===== src/hw/pcar_pkg.sv =====
package pcar_pkg;

   // Host I/O addresses of the two ports.
   localparam logic [15:0] PCAR_ADDR_PTR = 16'h0CF8;
   localparam logic [15:0] PCAR_ADDR_WIN = 16'h0CFC;

   // Pointer register layout and reset value.
   localparam int PCAR_EN_BIT = 31;
   localparam int PCAR_BUS_HI = 23;
   localparam int PCAR_BUS_LO = 16;
   localparam int PCAR_DEV_HI = 15;
   localparam int PCAR_DEV_LO = 11;
   localparam int PCAR_FN_HI = 10;
   localparam int PCAR_FN_LO = 8;
   localparam int PCAR_REG_HI = 7;
   localparam int PCAR_REG_LO = 2;
   localparam logic [31:0] PCAR_PTR_RESET = 32'h0000_0000;
   localparam logic [31:0] PCAR_PTR_WMASK = 32'h80FF_FFFC;

   // Access sizes, decode constants and answers.
   localparam logic [3:0] PCAR_BE_DWORD = 4'hF;
   localparam logic [7:0] PCAR_BUS_ZERO = 8'h00;
   localparam logic [4:0] PCAR_DEV_FIRST_EXT = 5'h02;
   localparam logic [2:0] PCAR_FN_ZERO = 3'h0;
   localparam int PCAR_IDSEL_BASE = 16;
   localparam int PCAR_IDSEL_COUNT = 16;
   localparam logic [1:0] PCAR_T0_LOW = 2'h0;
   localparam logic [1:0] PCAR_T1_LOW = 2'h1;
   localparam logic [31:0] PCAR_IGNORED_RDATA = 32'hFFFF_FFFF;

   typedef enum logic [1:0] {PCAR_CYC_IO, PCAR_CYC_CFG0, PCAR_CYC_CFG1} pcar_cyc_t;

   // Host I/O request.
   typedef struct packed {
      logic write;
      logic [15:0] addr;
      logic [3:0] be;
      logic [31:0] wdata;
   } pcar_io_req_t;

   // Cycle forwarded to the hub interface or the graphics port.
   typedef struct packed {
      pcar_cyc_t cyc;
      logic write;
      logic [31:0] addr;
      logic [3:0] be;
      logic [31:0] wdata;
   } pcar_fwd_t;

   // Access to an internal bridge function.
   typedef struct packed {
      logic write;
      logic dev;
      logic [5:0] reg_num;
      logic [3:0] be;
      logic [31:0] wdata;
   } pcar_int_t;

endpackage


===== src/hw/pcar_router.sv =====
`timescale 1ns/1ps
// What this block does
// - Pointer claimed only on dword access; else forwarded.
// - Pointer bit 31 enables configuration accesses.
// - Pointer bits 30:24 read zero, not writable.
// - Bus zero, device two or more: hub.
// - Bus zero, device 0 or 1: internal.
// - Bus equals secondary: graphics Type 0.
// - Bus above secondary, within subordinate: graphics Type 1.
// - Bus outside bridge range: hub Type 1.
// - Graphics Type 0 decodes device into IDSEL line.
// - Device above 15: no IDSEL, record abort.
// - Device number on address bits 15:11, except graphics Type 0, where they are zero.
// - Function number on address bits 10:8.
// - Internal access with nonzero function is ignored.
// - Register number on address bits 7:2.
// - Window access while enabled becomes configuration access.
// - Disabled internal device forwarded to hub Type 0.
module pcar_router
   import pcar_pkg::*;
(
   // Clock and reset.
   input wire logic ref_clk,
   input wire logic reset_n,
   // Host I/O request and answer.
   input wire logic io_req_valid,
   output logic io_req_ready,
   input wire pcar_io_req_t io_req,
   output logic io_rsp_valid,
   output logic [31:0] io_rsp_rdata,
   // Bridge settings held by internal device 1 and device enables.
   input wire logic [7:0] secondary_bus,
   input wire logic [7:0] subordinate_bus,
   input wire logic [1:0] internal_dev_enable,
   // Internal bridge functions.
   output logic int_req_valid,
   output pcar_int_t int_req,
   input wire logic int_done,
   input wire logic [31:0] int_rdata,
   // Hub interface.
   output logic hub_req_valid,
   output pcar_fwd_t hub_req,
   input wire logic hub_done,
   input wire logic [31:0] hub_rdata,
   // Graphics port.
   output logic gfx_req_valid,
   output pcar_fwd_t gfx_req,
   input wire logic gfx_done,
   input wire logic [31:0] gfx_rdata,
   output logic gfx_master_abort
);

   typedef enum logic [1:0] {ST_IDLE, ST_WAIT_INT, ST_WAIT_HUB, ST_WAIT_GFX} pcar_state_t;

   pcar_state_t state_ff, nxt_state;
   logic [31:0] ptr_ff, nxt_ptr;
   logic rsp_valid_ff, nxt_rsp_valid;
   logic [31:0] rsp_rdata_ff, nxt_rsp_rdata;
   logic int_valid_ff, nxt_int_valid;
   pcar_int_t int_req_ff, nxt_int_req;
   logic hub_valid_ff, nxt_hub_valid;
   pcar_fwd_t hub_req_ff, nxt_hub_req;
   logic gfx_valid_ff, nxt_gfx_valid;
   pcar_fwd_t gfx_req_ff, nxt_gfx_req;
   logic abort_ff, nxt_abort;

   logic cfg_en;
   logic [7:0] bus_num;
   logic [4:0] dev_num;
   logic [2:0] fn_num;
   logic [5:0] reg_num;
   logic [15:0] idsel;
   logic accept;
   logic is_ptr;
   logic is_win;
   logic dword;
   logic [23:0] lower_fields;

   ////////////////////////////////////////////////////////////////////////////
   // Field decode of the pointer register.

   assign cfg_en = ptr_ff[PCAR_EN_BIT];
   assign bus_num = ptr_ff[PCAR_BUS_HI:PCAR_BUS_LO];
   assign dev_num = ptr_ff[PCAR_DEV_HI:PCAR_DEV_LO];
   assign fn_num = ptr_ff[PCAR_FN_HI:PCAR_FN_LO];
   assign reg_num = ptr_ff[PCAR_REG_HI:PCAR_REG_LO];
   assign lower_fields = {bus_num, dev_num, fn_num, reg_num, 2'h0};
   assign io_req_ready = (state_ff == ST_IDLE);
   assign accept = io_req_valid && io_req_ready;
   assign is_ptr = (io_req.addr == PCAR_ADDR_PTR);
   assign is_win = (io_req.addr == PCAR_ADDR_WIN);
   assign dword = (io_req.be == PCAR_BE_DWORD);

   // One IDSEL line per device 0 to 15; device bit 4 set leaves all low.
   for (genvar i = 0; i < PCAR_IDSEL_COUNT; i++) begin : g_idsel
      assign idsel[i] = !dev_num[4] && (dev_num[3:0] == 4'(i));
   end

   ////////////////////////////////////////////////////////////////////////////
   // Request routing and completion.

   always_comb begin
      nxt_state = state_ff;
      nxt_ptr = ptr_ff;
      nxt_rsp_valid = 1'b0;
      nxt_rsp_rdata = rsp_rdata_ff;
      nxt_int_valid = int_valid_ff;
      nxt_int_req = int_req_ff;
      nxt_hub_valid = hub_valid_ff;
      nxt_hub_req = hub_req_ff;
      nxt_gfx_valid = gfx_valid_ff;
      nxt_gfx_req = gfx_req_ff;
      nxt_abort = 1'b0;
      unique case (state_ff)
         ST_IDLE: begin
            if (accept) begin
               nxt_hub_req = '{PCAR_CYC_IO, io_req.write, {16'h0000, io_req.addr}, io_req.be, io_req.wdata};
               nxt_gfx_req = '{PCAR_CYC_CFG0, io_req.write, 32'h0000_0000, io_req.be, io_req.wdata};
               nxt_int_req = '{io_req.write, dev_num[0], reg_num, io_req.be, io_req.wdata};
               if (is_ptr && dword) begin
                  // Reserved positions are masked so they never store a one.
                  if (io_req.write) begin
                     nxt_ptr = io_req.wdata & PCAR_PTR_WMASK;
                  end
                  nxt_rsp_rdata = ptr_ff;
                  nxt_rsp_valid = 1'b1;
               end else if (is_win && cfg_en) begin
                  if (bus_num == PCAR_BUS_ZERO) begin
                     if (dev_num >= PCAR_DEV_FIRST_EXT || !internal_dev_enable[dev_num[0]]) begin
                        nxt_hub_req.cyc = PCAR_CYC_CFG0;
                        nxt_hub_req.addr = {8'h00, lower_fields};
                        nxt_hub_valid = 1'b1;
                        nxt_state = ST_WAIT_HUB;
                     end else if (fn_num != PCAR_FN_ZERO) begin
                        nxt_rsp_rdata = PCAR_IGNORED_RDATA;
                        nxt_rsp_valid = 1'b1;
                     end else begin
                        nxt_int_valid = 1'b1;
                        nxt_state = ST_WAIT_INT;
                     end
                  end else if (bus_num == secondary_bus) begin
                     nxt_gfx_req.addr = {idsel, 5'h00, fn_num, reg_num, PCAR_T0_LOW};
                     nxt_gfx_valid = 1'b1;
                     nxt_state = ST_WAIT_GFX;
                  end else if (bus_num > secondary_bus && bus_num <= subordinate_bus) begin
                     nxt_gfx_req.cyc = PCAR_CYC_CFG1;
                     nxt_gfx_req.addr = {8'h00, bus_num, dev_num, fn_num, reg_num, PCAR_T1_LOW};
                     nxt_gfx_valid = 1'b1;
                     nxt_state = ST_WAIT_GFX;
                  end else begin
                     nxt_hub_req.cyc = PCAR_CYC_CFG1;
                     nxt_hub_req.addr = {8'h00, bus_num, dev_num, fn_num, reg_num, PCAR_T1_LOW};
                     nxt_hub_valid = 1'b1;
                     nxt_state = ST_WAIT_HUB;
                  end
               end else begin
                  // Partial pointer access, disabled window and other ports go out as I/O.
                  nxt_hub_valid = 1'b1;
                  nxt_state = ST_WAIT_HUB;
               end
            end
         end
         ST_WAIT_INT: begin
            if (int_done) begin
               nxt_int_valid = 1'b0;
               nxt_rsp_rdata = int_rdata;
               nxt_rsp_valid = 1'b1;
               nxt_state = ST_IDLE;
            end
         end
         ST_WAIT_HUB: begin
            if (hub_done) begin
               nxt_hub_valid = 1'b0;
               nxt_rsp_rdata = hub_rdata;
               nxt_rsp_valid = 1'b1;
               nxt_state = ST_IDLE;
            end
         end
         ST_WAIT_GFX: begin
            if (gfx_done) begin
               nxt_gfx_valid = 1'b0;
               nxt_rsp_rdata = gfx_rdata;
               nxt_rsp_valid = 1'b1;
               nxt_abort = (gfx_req_ff.cyc == PCAR_CYC_CFG0) && (gfx_req_ff.addr[31:16] == 16'h0000);
               nxt_state = ST_IDLE;
            end
         end
      endcase
   end

   always_ff @(posedge ref_clk or negedge reset_n) begin
      if (!reset_n) begin
         state_ff <= ST_IDLE;
         ptr_ff <= PCAR_PTR_RESET;
         rsp_valid_ff <= 1'b0;
         rsp_rdata_ff <= 32'h0000_0000;
         int_valid_ff <= 1'b0;
         int_req_ff <= '0;
         hub_valid_ff <= 1'b0;
         hub_req_ff <= '0;
         gfx_valid_ff <= 1'b0;
         gfx_req_ff <= '0;
         abort_ff <= 1'b0;
      end else begin
         state_ff <= nxt_state;
         ptr_ff <= nxt_ptr;
         rsp_valid_ff <= nxt_rsp_valid;
         rsp_rdata_ff <= nxt_rsp_rdata;
         int_valid_ff <= nxt_int_valid;
         int_req_ff <= nxt_int_req;
         hub_valid_ff <= nxt_hub_valid;
         hub_req_ff <= nxt_hub_req;
         gfx_valid_ff <= nxt_gfx_valid;
         gfx_req_ff <= nxt_gfx_req;
         abort_ff <= nxt_abort;
      end
   end

   assign io_rsp_valid = rsp_valid_ff;
   assign io_rsp_rdata = rsp_rdata_ff;
   assign int_req_valid = int_valid_ff;
   assign int_req = int_req_ff;
   assign hub_req_valid = hub_valid_ff;
   assign hub_req = hub_req_ff;
   assign gfx_req_valid = gfx_valid_ff;
   assign gfx_req = gfx_req_ff;
   assign gfx_master_abort = abort_ff;

   logic win_cfg;
   assign win_cfg = accept && is_win && cfg_en;
endmodule


===== config.mk =====
export PLATFORM = sky130hd
export DESIGN_NAME = pcar_router
export DESIGN_NICKNAME = d
export VERILOG_FILES = /design/src/hw/pcar_pkg.sv /design/src/hw/pcar_router.sv
export SDC_FILE = /design/constraint.sdc
export NUM_CORES = 1
export LEC_CHECK = 0
export BUFFER_PORTS_ARGS = -buffer_cell sky130_fd_sc_hd__buf_2
export CAP_MARGIN = 20
export CORE_AREA = 2 2 155 157
export CTS_BUF_LIST = sky130_fd_sc_hd__clkbuf_8
export CTS_CLUSTER_DIAMETER = 60
export DETAILED_ROUTE_END_ITERATION = 8
export DIE_AREA = 0 0 157 159
export PLACE_DENSITY = 0.67
export SLEW_MARGIN = 0
export SYNTH_ARGS = -nofsm -noshare
export SYNTH_HDL_FRONTEND = slang
export SYNTH_SLANG_ARGS = --single-unit

===== constraint.sdc =====
create_clock -name ref_clk -period 2.27 [get_ports ref_clk]
set_input_delay 0.454 -clock ref_clk [delete_from_list [all_inputs] [get_ports ref_clk]]
set_output_delay 0.454 -clock ref_clk [all_outputs]
set_load 0.01 [all_outputs]

==> results of run 1 <==
metal layers:
layer  wire length, um  part of all wire (%)  up-vias  track usage, %
met4               563                   1.9        0            6.30
met1             12700                    42     3863            29.7
met3              1990                   6.6       32            4.08
met5                 0                     0        -               0
met2             15100                    50      351            38.8
li1                  -                     -     3753               -
logic make-up after synthesis:
group	count (synthesis)
buffers and inverters	152
AO/OA/AOI/OAI	153
other	1
multiplexers	61
adder cells (fa/ha/maj)	16
AND/OR/NAND/NOR	339
flip-flops	164
state kept, by name, indices dropped and copies added (netlist names):
signal	flops
int_req_valid	1
int_req	7
gfx_req_valid	1
io_rsp_rdata	32
gfx_master_abort	1
hub_req_valid	1
io_rsp_valid	1
gfx_req	69
ptr_ff	23
state_ff	2
hub_req	26
stage by stage:
| stage | setup slack, ns | cell area (um^2) | hold WS [ns] | util, % |
|---|---|---|---|---|
| floorplan | -0.0364 | 8510 | 0.158 | - |
| global placement | -0.595 | 10700 | 0.454 | 46.1 |
| detailed placement | -0.647 | 10700 | 0.458 | 46.1 |
| CTS | -0.115 | 11400 | 0.146 | 49.0 |
| global route | -0.160 | 11900 | 0.163 | 51.3 |
| finish | -0.0925 | 11900 | 0.175 | 51.3 |
final timing paths:
| path | start | end | slack [ns] |
|---|---|---|---|
| hold / removal | io_req[25] | gfx_req[25] | 0.18 |
| max in group asynchronous | reset_n | ptr_ff[19] | 1.04 |
| hold reg to reg | gfx_req[58] | gfx_master_abort | 0.48 |
| min in group asynchronous | reset_n | int_req[39] | 0.56 |
| setup reg to reg | ptr_ff[23] | gfx_req[39] | -0.09 |
| setup / recovery | ptr_ff[23] | gfx_req[39] | -0.09 |
power groups by stage:
stage          clock network, mW  registers (mW)  logic [mW]
3_5_place_dp                   0            3.58        2.04
6_report                    2.25            3.58        2.20
4_1_cts                     2.31            3.53        2.07
2_1_floorplan                  0            3.74        1.17
3_3_place_gp                   0            3.57        2.02
5_1_grt                     2.44            3.64        2.40
layout make-up:
| cell class | instances | area [um^2] |
|---|---|---|
| diodes | 1 | 2.50 |
| clock buffers | 17 | 234 |
| clock inverters | 15 | 180 |
| fillers | 2155 | 11300 |
| inverters | 19 | 71.3 |
| multi-input cells | 579 | 3860 |
| flip-flops and latches | 164 | 4110 |
| well taps | 319 | 399 |
| repair buffers | 500 | 3040 |
Yosys cell counts, types with 7 or more instances:
| master | number |
|---|---|
| clkbuf_1 | 31 |
| o221ai_1 | 32 |
| inv_1 | 19 |
| buf_1 | 7 |
| dfrtp_1 | 164 |
| o21ai_1 | 24 |
| nand2_1 | 245 |
| o31a_1 | 8 |
| nor2_1 | 37 |
| ha_1 | 16 |
| a22o_1 | 14 |
| mux2i_1 | 30 |
| a21oi_1 | 19 |
| o21ai_0 | 27 |
| o21ai_2 | 17 |
| nor3_1 | 9 |
| buf_4 | 85 |
| nor4_1 | 7 |
| mux2_2 | 31 |
worst max-delay path, delay by kind of cell (launching register included):
family	cells	cell delay, ns
buffers and inverters	5	0.67
AO/OA/AOI/OAI	1	0.18
AND/OR/NAND/NOR	4	0.95
flip-flops	1	0.45
repair_timing:
item                                   in CTS  in global routing
setup endpoints to repair                  85                 84
pin swaps                                  23                 30
hold buffers                                1                  0
endpoints found under the hold margin      47                  0
setup buffers                              12                 12
cloned                                      2                  8
resized for setup                          42                 83
==> impl_metrics.toml, run 1 <==
[status]
status = "complete, but fails checks"
violations = "setup timing"

[synth]
ys_warn_count = 0
yosysTopAreaCell = "dfrtp_1"
synth-xor-area-share_pct = 0
synthAdderAreaFrac_pct = 2.37
async_reset_ff_share_pct = 100
syn_inst = 886
syn_area_um2 = 8440
yosys.area_share.simple_pct = 17.4
ys.flop_type = "dfrtp_1"
synth_edf_count = 0
ys_top_cells_by_area = "dfrtp_1 (49%), nand2_1 (11%), buf_4 (7.6%), mux2_2 (4.1%), mux2i_1 (3.6%)"
yosysSeqAreaShare_pct = 48.6
ys_types = 49
syn_avg_cell_area_um2 = 9.53
ys_seq_elements = 164
synth_top_area_share_pct = 48.6
synth_compound_area_share_pct = 12.8
muxShareOfSynthArea_pct = 7.69
synth_top_family_by_area = "simple AND/OR/NAND/NOR gates"

[critical_path]
cp_common_cell = "buf_4"
worstSetupPathType = "flop to flop"
required_ns = 2.62
cp_cell_sequence = "buf_6 -> or4_4 -> nor2_4 -> buf_4 -> buf_4 -> nor2_2 -> buf_4 -> and3_4 -> buf_12 -> a22o_1"
arrival_ns = 2.71
cp_max_fo = 9
max_stage_delay_ns = 0.56
reg2regPathDepth = 10
cp-end-kind = "flop"
worst_path_max_delay_cell = "or4_4"
start_kind = "flop"

[drt]
dr.pass1.iters = 5
wl_per_cell_um = 18.8
drc_errors = 0
routed_via_density = 4.96
wl_um = 30300
drtIter0Drc = 447
antenna_left = 0
num_vias = 7999

[pwr]
p_per_area_nw_per_um2 = 675
pwr-share-seq_pct = 44.6
swShare_pct = 35.5
power.leakage_nw = 6.28
net-switching-power_mw = 2.86
p_total_mw = 8.04
comb_power_share_pct = 27.4
p_clk_share_pct = 28.0
p_int_mw = 5.18
vdd_ir_drop_max_mv = 0.415

[run]
cap_violations = 0

[grt]
grtUsageTotal_pct = 22.8
overflow = 0
grt_max_degree = 59
grt_first_pass_wirelength_um = 43200
antenna_found_initial = 1
grt_pass1_vias = 7428

[sta]
finClkSkew_ns = 0.0216
worst_pin_slew_ns = 0.759
hold_violations = 0
rsz0062_at_grt = "true"
worst_slack_ns = -0.0925
fmax_ghz = 0.423
tns_ns = -2.30
drv_slew = 0
min_period_ns = 2.36
setup_viol = 44
fin_crit_sh_pct = 104
slew_headroom_pct = 49.4

[clock_tree]
cts_htree_levels = 4
cts_tree = "done"
cts_buffers = 17
cts.sinks = 164
clk_pin_slew_ns = 0.11
cts_buffer_depth = 2
root_buffer = "clkbuf_8"
clk_latency_ns = 0.46

[placed_design]
place.gp.congestion = 0.848
hpwlAfterDp_um = 22000
dpl.cell_count = 1546
portBuffers = 387

[layout]
synthToLayoutAreaGrowth_pct = 41.0
num-nets-final = 1470
final_cell_mix = "buf_2 (386), nand2_1 (212), dfrtp_1 (158)"
finalNonFillerCells = 1614
drive_above_1_share_pct = 51.7
mostFrequentLayoutCell = "buf_2"

[floorplanning]
rows = 56
die_h_um = 159
die-area_um2 = 25000
start_util_pct = 36.4
core_area_um2 = 23200
ios = 397
die_x_um = 157

[worst_hold_path]
hold_class = "input pin to flop"
whs_path_depth = 3
(Power assumes the default switching activity.)
==> run 2, diff against run 1 <==
==> constraint.sdc (replaced) <==
create_clock -name ref_clk -period 2.27 [get_ports ref_clk]
set_input_delay 0.454 -clock ref_clk [delete_from_list [all_inputs] [get_ports ref_clk]]
set_output_delay 0.454 -clock ref_clk [all_outputs]
set_load 0.005 [all_outputs]
==> impl_metrics.toml, run 2 (synthesized netlist as in run 1, its figures left out) <==
[status]
status = "complete, but fails checks"
violations = "setup timing"

[clock_tree]
root_buffer = "clkbuf_8"
cts_buffer_depth = 2
cts_tree = "done"
cts_htree_levels = 4
cts_buffers = 17
cts.sinks = 164
clk_pin_slew_ns = 0.12
clk_latency_ns = 0.47

[layout]
synthToLayoutAreaGrowth_pct = 39.3
final_cell_mix = "buf_2 (386), nand2_1 (223), dfrtp_1 (160)"
utilization_pct = 50.7
num-nets-final = 1455
nFillCells = 2200
mostFrequentLayoutCell = "buf_2"
largest_register_ffs = 69
drive_above_1_share_pct = 50.3

[worst_hold_path]
hold_class = "input pin to flop"
worst_hold_startpoint = "io_req[1]"
whs_path_depth = 3
min_to = "gfx_req[1]"

[drt]
drtIter0Drc = 426
drc_errors = 0
dr.pass1.iters = 5
routed_via_density = 4.96
antenna_left = 0
wl_um = 30400
wl_per_cell_um = 19.0
num_vias = 7937

[placed_design]
hpwlAfterDp_um = 22100
portBuffers = 387
dpl_worst_slack_ns = -0.516
place.gp.congestion = 0.848

[sta]
fin_crit_sh_pct = 104
worst_pin_slew_ns = 0.725
drv_slew = 0
finClkSkew_ns = 0.0230
slew_headroom_pct = 51.7
hold_violations = 0
rsz0062_at_grt = "true"
worst_slack_ns = -0.0936
min_period_ns = 2.36
tns_ns = -2.47
setup_viol = 39
fmax_ghz = 0.423

[critical_path]
start_kind = "flop"
ff2ff_setup_slack_ns = -0.09
cp_cell_sequence = "buf_6 -> or4_4 -> nor2_4 -> nand2_2 -> o31ai_4 -> a221oi_4 -> clkbuf_16 -> nand2_1 -> o21ai_2"
required_ns = 2.63
cp_max_fo = 14
cp-end-kind = "flop"
max_stage_delay_ns = 0.51
arrival_ns = 2.72
worstSetupPathType = "flop to flop"
worst_path_max_delay_cell = "or4_4"
reg2reg_to = "io_rsp_rdata[22]"
reg2regPathDepth = 9
reg2reg_from = "ptr_ff[21]"

[pwr]
vdd_ir_drop_max_mv = 0.416
p_per_area_nw_per_um2 = 650
power.leakage_nw = 6.18

[grt]
antenna_found_initial = 2
grt_first_pass_wirelength_um = 44600
grtUsageTotal_pct = 23.4
grt_max_degree = 63
overflow = 0
grt_pass1_vias = 7637

[run]
cap_violations = 0

[floorplanning]
die_x_um = 157
rows = 56
core_area_um2 = 23200
die-area_um2 = 25000
die_h_um = 159
ios = 397
start_util_pct = 36.4
==> run 2: layer usage <==
metal | global-route usage (%) | share of wire [%]
met1 | 30.2 | 43
met3 | 4.95 | 6.2
met4 | 5.34 | 1.5
met2 | 40.2 | 49
met5 | 0 | 0.043
==> run 2: power by group <==
group	total [mW]	leakage [nW]	internal (mW)	switching, mW
clock	2.20	0.204	0.848	1.36
sequential	3.55	2.09	3.28	0.276
combinational	1.89	3.89	0.912	0.980
total	7.65	6.18	5.04	2.61
==> run 2: stage by stage <==
step | area [um^2] | instances | power [mW] | hold WS [ns]
floorplan | 8510 | 894 | 4.65 | 0.158
global placement | 10700 | 1539 | 5.33 | 0.447
detailed placement | 10700 | 1539 | 5.36 | 0.450
CTS | 11400 | 1587 | 7.60 | 0.132
global route | 11800 | 1599 | 8.07 | 0.151
finish | 11800 | 1599 | 7.65 | 0.162
==> run 2: how the worst max path moves through the flow <==
stage / from / to / slack, ns / cells after the start
after floorplan: io_req[36] / io_rsp_rdata[11] / -0.04 / 9
after global placement: io_req[35] / io_rsp_rdata[16] / -0.53 / 10
after detailed placement: subordinate_bus[1] / hub_req[45] / -0.52 / 11
after CTS: ptr_ff[22] / io_rsp_rdata[14] / -0.06 / 9
after global routing: ptr_ff[23] / io_rsp_rdata[24] / -0.16 / 9
final: ptr_ff[21] / io_rsp_rdata[22] / -0.09 / 9
==> run 2: critical path, delay by kind of cell (launching register included) <==
family,cells,cell delay (ns)
AO/OA/AOI/OAI,3,0.54
AND/OR/NAND/NOR,4,0.86
flip-flops,1,0.47
buffers and inverters,2,0.39
==> run 2: area by class of cell <==
class / count / area [um^2] / share of cell area (%)
multi-input cells: 580 / 3850 / 32.7
inverters: 19 / 71.3 / 0.607
repair buffers: 484 / 2920 / 24.8
flip-flops and latches: 164 / 4110 / 34.9
clock inverters: 15 / 178 / 1.51
clock buffers: 17 / 234 / 1.99
well taps: 319 / 399 / 3.39
diodes: 1 / 2.50 / 0.0213
==> run 2: repair_timing <==
action,in CTS,in global routing
setup buffers,14,7
cloned,2,5
setup endpoints to repair,90,84
endpoints found under the hold margin,48,0
hold buffers,1,0
resized for setup,43,69
pin swaps,12,29
==> run 3, diff against run 2 <==
- TNS_END_PERCENT: unset -> 20
==> impl_metrics.toml, run 3 (synthesized netlist as in run 1, its figures left out) <==
[placed_design]
dpl.cell_count = 1541
dpl_worst_slack_ns = -0.690
hpwlAfterDp_um = 22200
place.gp.congestion = 0.856
place_area_um2 = 10700
portBuffers = 387

[grt]
grt_first_pass_wirelength_um = 45600
antenna_found_initial = 1
grt_pass1_vias = 7929
overflow = 0
grtUsageTotal_pct = 24.1
grt_max_degree = 68

[sta]
setup_viol = 63
min_period_ns = 2.38
slew_headroom_pct = 58.6
fmax_ghz = 0.421
rsz0062_at_grt = "true"
whs_ns = 0.183
worst_slack_ns = -0.108
fin_crit_sh_pct = 105
finClkSkew_ns = 0.0162
worst_pin_slew_ns = 0.615
hold_violations = 0
drv_slew = 0

[clock_tree]
clk_pin_slew_ns = 0.10
cts.sinks = 164
root_buffer = "clkbuf_8"
cts_tree = "done"
cts_buffers = 17
cts_htree_levels = 4
clk_latency_ns = 0.46
cts_buffer_depth = 2

[critical_path]
required_ns = 2.61
worst_path_max_delay_cell = "or4b_4"
worstSetupPathType = "input pin to flop"
arrival_ns = 2.72
ff2ff_setup_slack_ns = -0.09
cp_cell_sequence = "buf_2 -> or4b_4 -> nor4_4 -> nand3_4 -> nor3_2 -> a21oi_4 -> buf_12 -> buf_4 -> o31a_1"
start_kind = "input pin"
cp_max_fo = 6
reg2regPathDepth = 10
cp-end-kind = "flop"
reg2reg_from = "ptr_ff[19]"
max_stage_delay_ns = 0.58
reg2reg_to = "gfx_req[50]"

[layout]
num-nets-final = 1462
finalNonFillerCells = 1606
mostFrequentLayoutCell = "buf_2"
largest_register_ffs = 69
fin_area_um2 = 11900
final_cell_mix = "buf_2 (386), nand2_1 (214), dfrtp_1 (162)"
nFillCells = 2149
drive_above_1_share_pct = 50.9
synthToLayoutAreaGrowth_pct = 41.1

[floorplanning]
die_x_um = 157
ios = 397
die-area_um2 = 25000
die_h_um = 159
rows = 56
core_area_um2 = 23200
start_util_pct = 36.4

[drt]
wl_per_cell_um = 19.3
dr.pass1.iters = 6
wl_um = 30900
drc_errors = 0
routed_via_density = 5.00
antenna_left = 0
drtIter0Drc = 504
num_vias = 8033

[worst_hold_path]
whs_path_depth = 3
worst_hold_startpoint = "io_req[24]"
min_to = "gfx_req[24]"
hold_class = "input pin to flop"

[pwr]
p_total_mw = 7.97
vdd_ir_drop_max_mv = 0.363
p_per_area_nw_per_um2 = 669
power.leakage_nw = 6.26

[status]
violations = "setup timing"
status = "complete, but fails checks"

[run]
cap_violations = 0
==> run 3: cell types whose count changed in the layout (fill, tap and decap cells not counted), sizes merged <==
cell	previous run	this run
clkbuf	21	18
clkinv	5	3
a21oi	21	20
clkinvlp	1	2
buf	479	490
inv	28	25
bufinv	0	4
==> run 3: how the worst max path moves through the flow <==
stage | from | end | slack (ns) | cells past startpoint
6_report | io_req[44] | hub_req[46] | -0.11 | 9
5_1_grt | ptr_ff[21] | hub_req[40] | -0.20 | 10
4_1_cts | ptr_ff[20] | io_rsp_rdata[19] | -0.09 | 11
3_5_place_dp | subordinate_bus[1] | hub_req[55] | -0.69 | 11
3_3_place_gp | subordinate_bus[1] | hub_req[55] | -0.59 | 11
2_1_floorplan | io_req[36] | io_rsp_rdata[11] | -0.04 | 9
==> run 3: area by class of cell <==
cell class,count,area [um^2],area share (%)
antenna,1,2.50,0.0210
clock buffer,17,234,1.96
clock inverter,15,218,1.83
inverter,19,71.3,0.599
multi-input combinational,579,3830,32.1
sequential,164,4110,34.5
tap,319,399,3.35
timing repair buffer,492,3050,25.6
==> run 3: metrics by stage <==
stage          util (%)  TNS, ns
2_1_floorplan         -    -1.45
3_5_place_dp       45.9   -38.12
6_report           51.4    -3.62
5_1_grt            51.4   -10.33
4_1_cts            50.2    -3.16
3_3_place_gp       45.9   -38.47
==> run 3: where the power goes <==
| group | switching [mW] | internal, mW |
|---|---|---|
| logic | 0.994 | 0.957 |
| registers | 0.295 | 3.28 |
| clock network | 1.21 | 1.23 |
| total | 2.50 | 5.47 |
==> run 3: routing by layer <==
layer / track usage (%) / vias to the layer above / wire [um]
li1: - / 3732 / -
met1: 30.7 / 3871 / 12800
met2: 40.9 / 385 / 15200
met3: 5.20 / 45 / 2120
met4: 7.21 / 0 / 797
met5: 0 / - / 0
==> run 3: critical path: cells and delay by family <==
family          cells  cell delay [ns]
simple gates        4             1.49
buf+inv             3             0.42
compound gates      2             0.36
==> run 3: repair_timing <==
action,in CTS,in global routing
endpoints found under the hold margin,43,0
gates cloned,6,2
gates resized for setup,57,56
endpoints found under the setup margin,79,76
pin swaps,24,31
buffers inserted,21,5
hold buffers,1,0
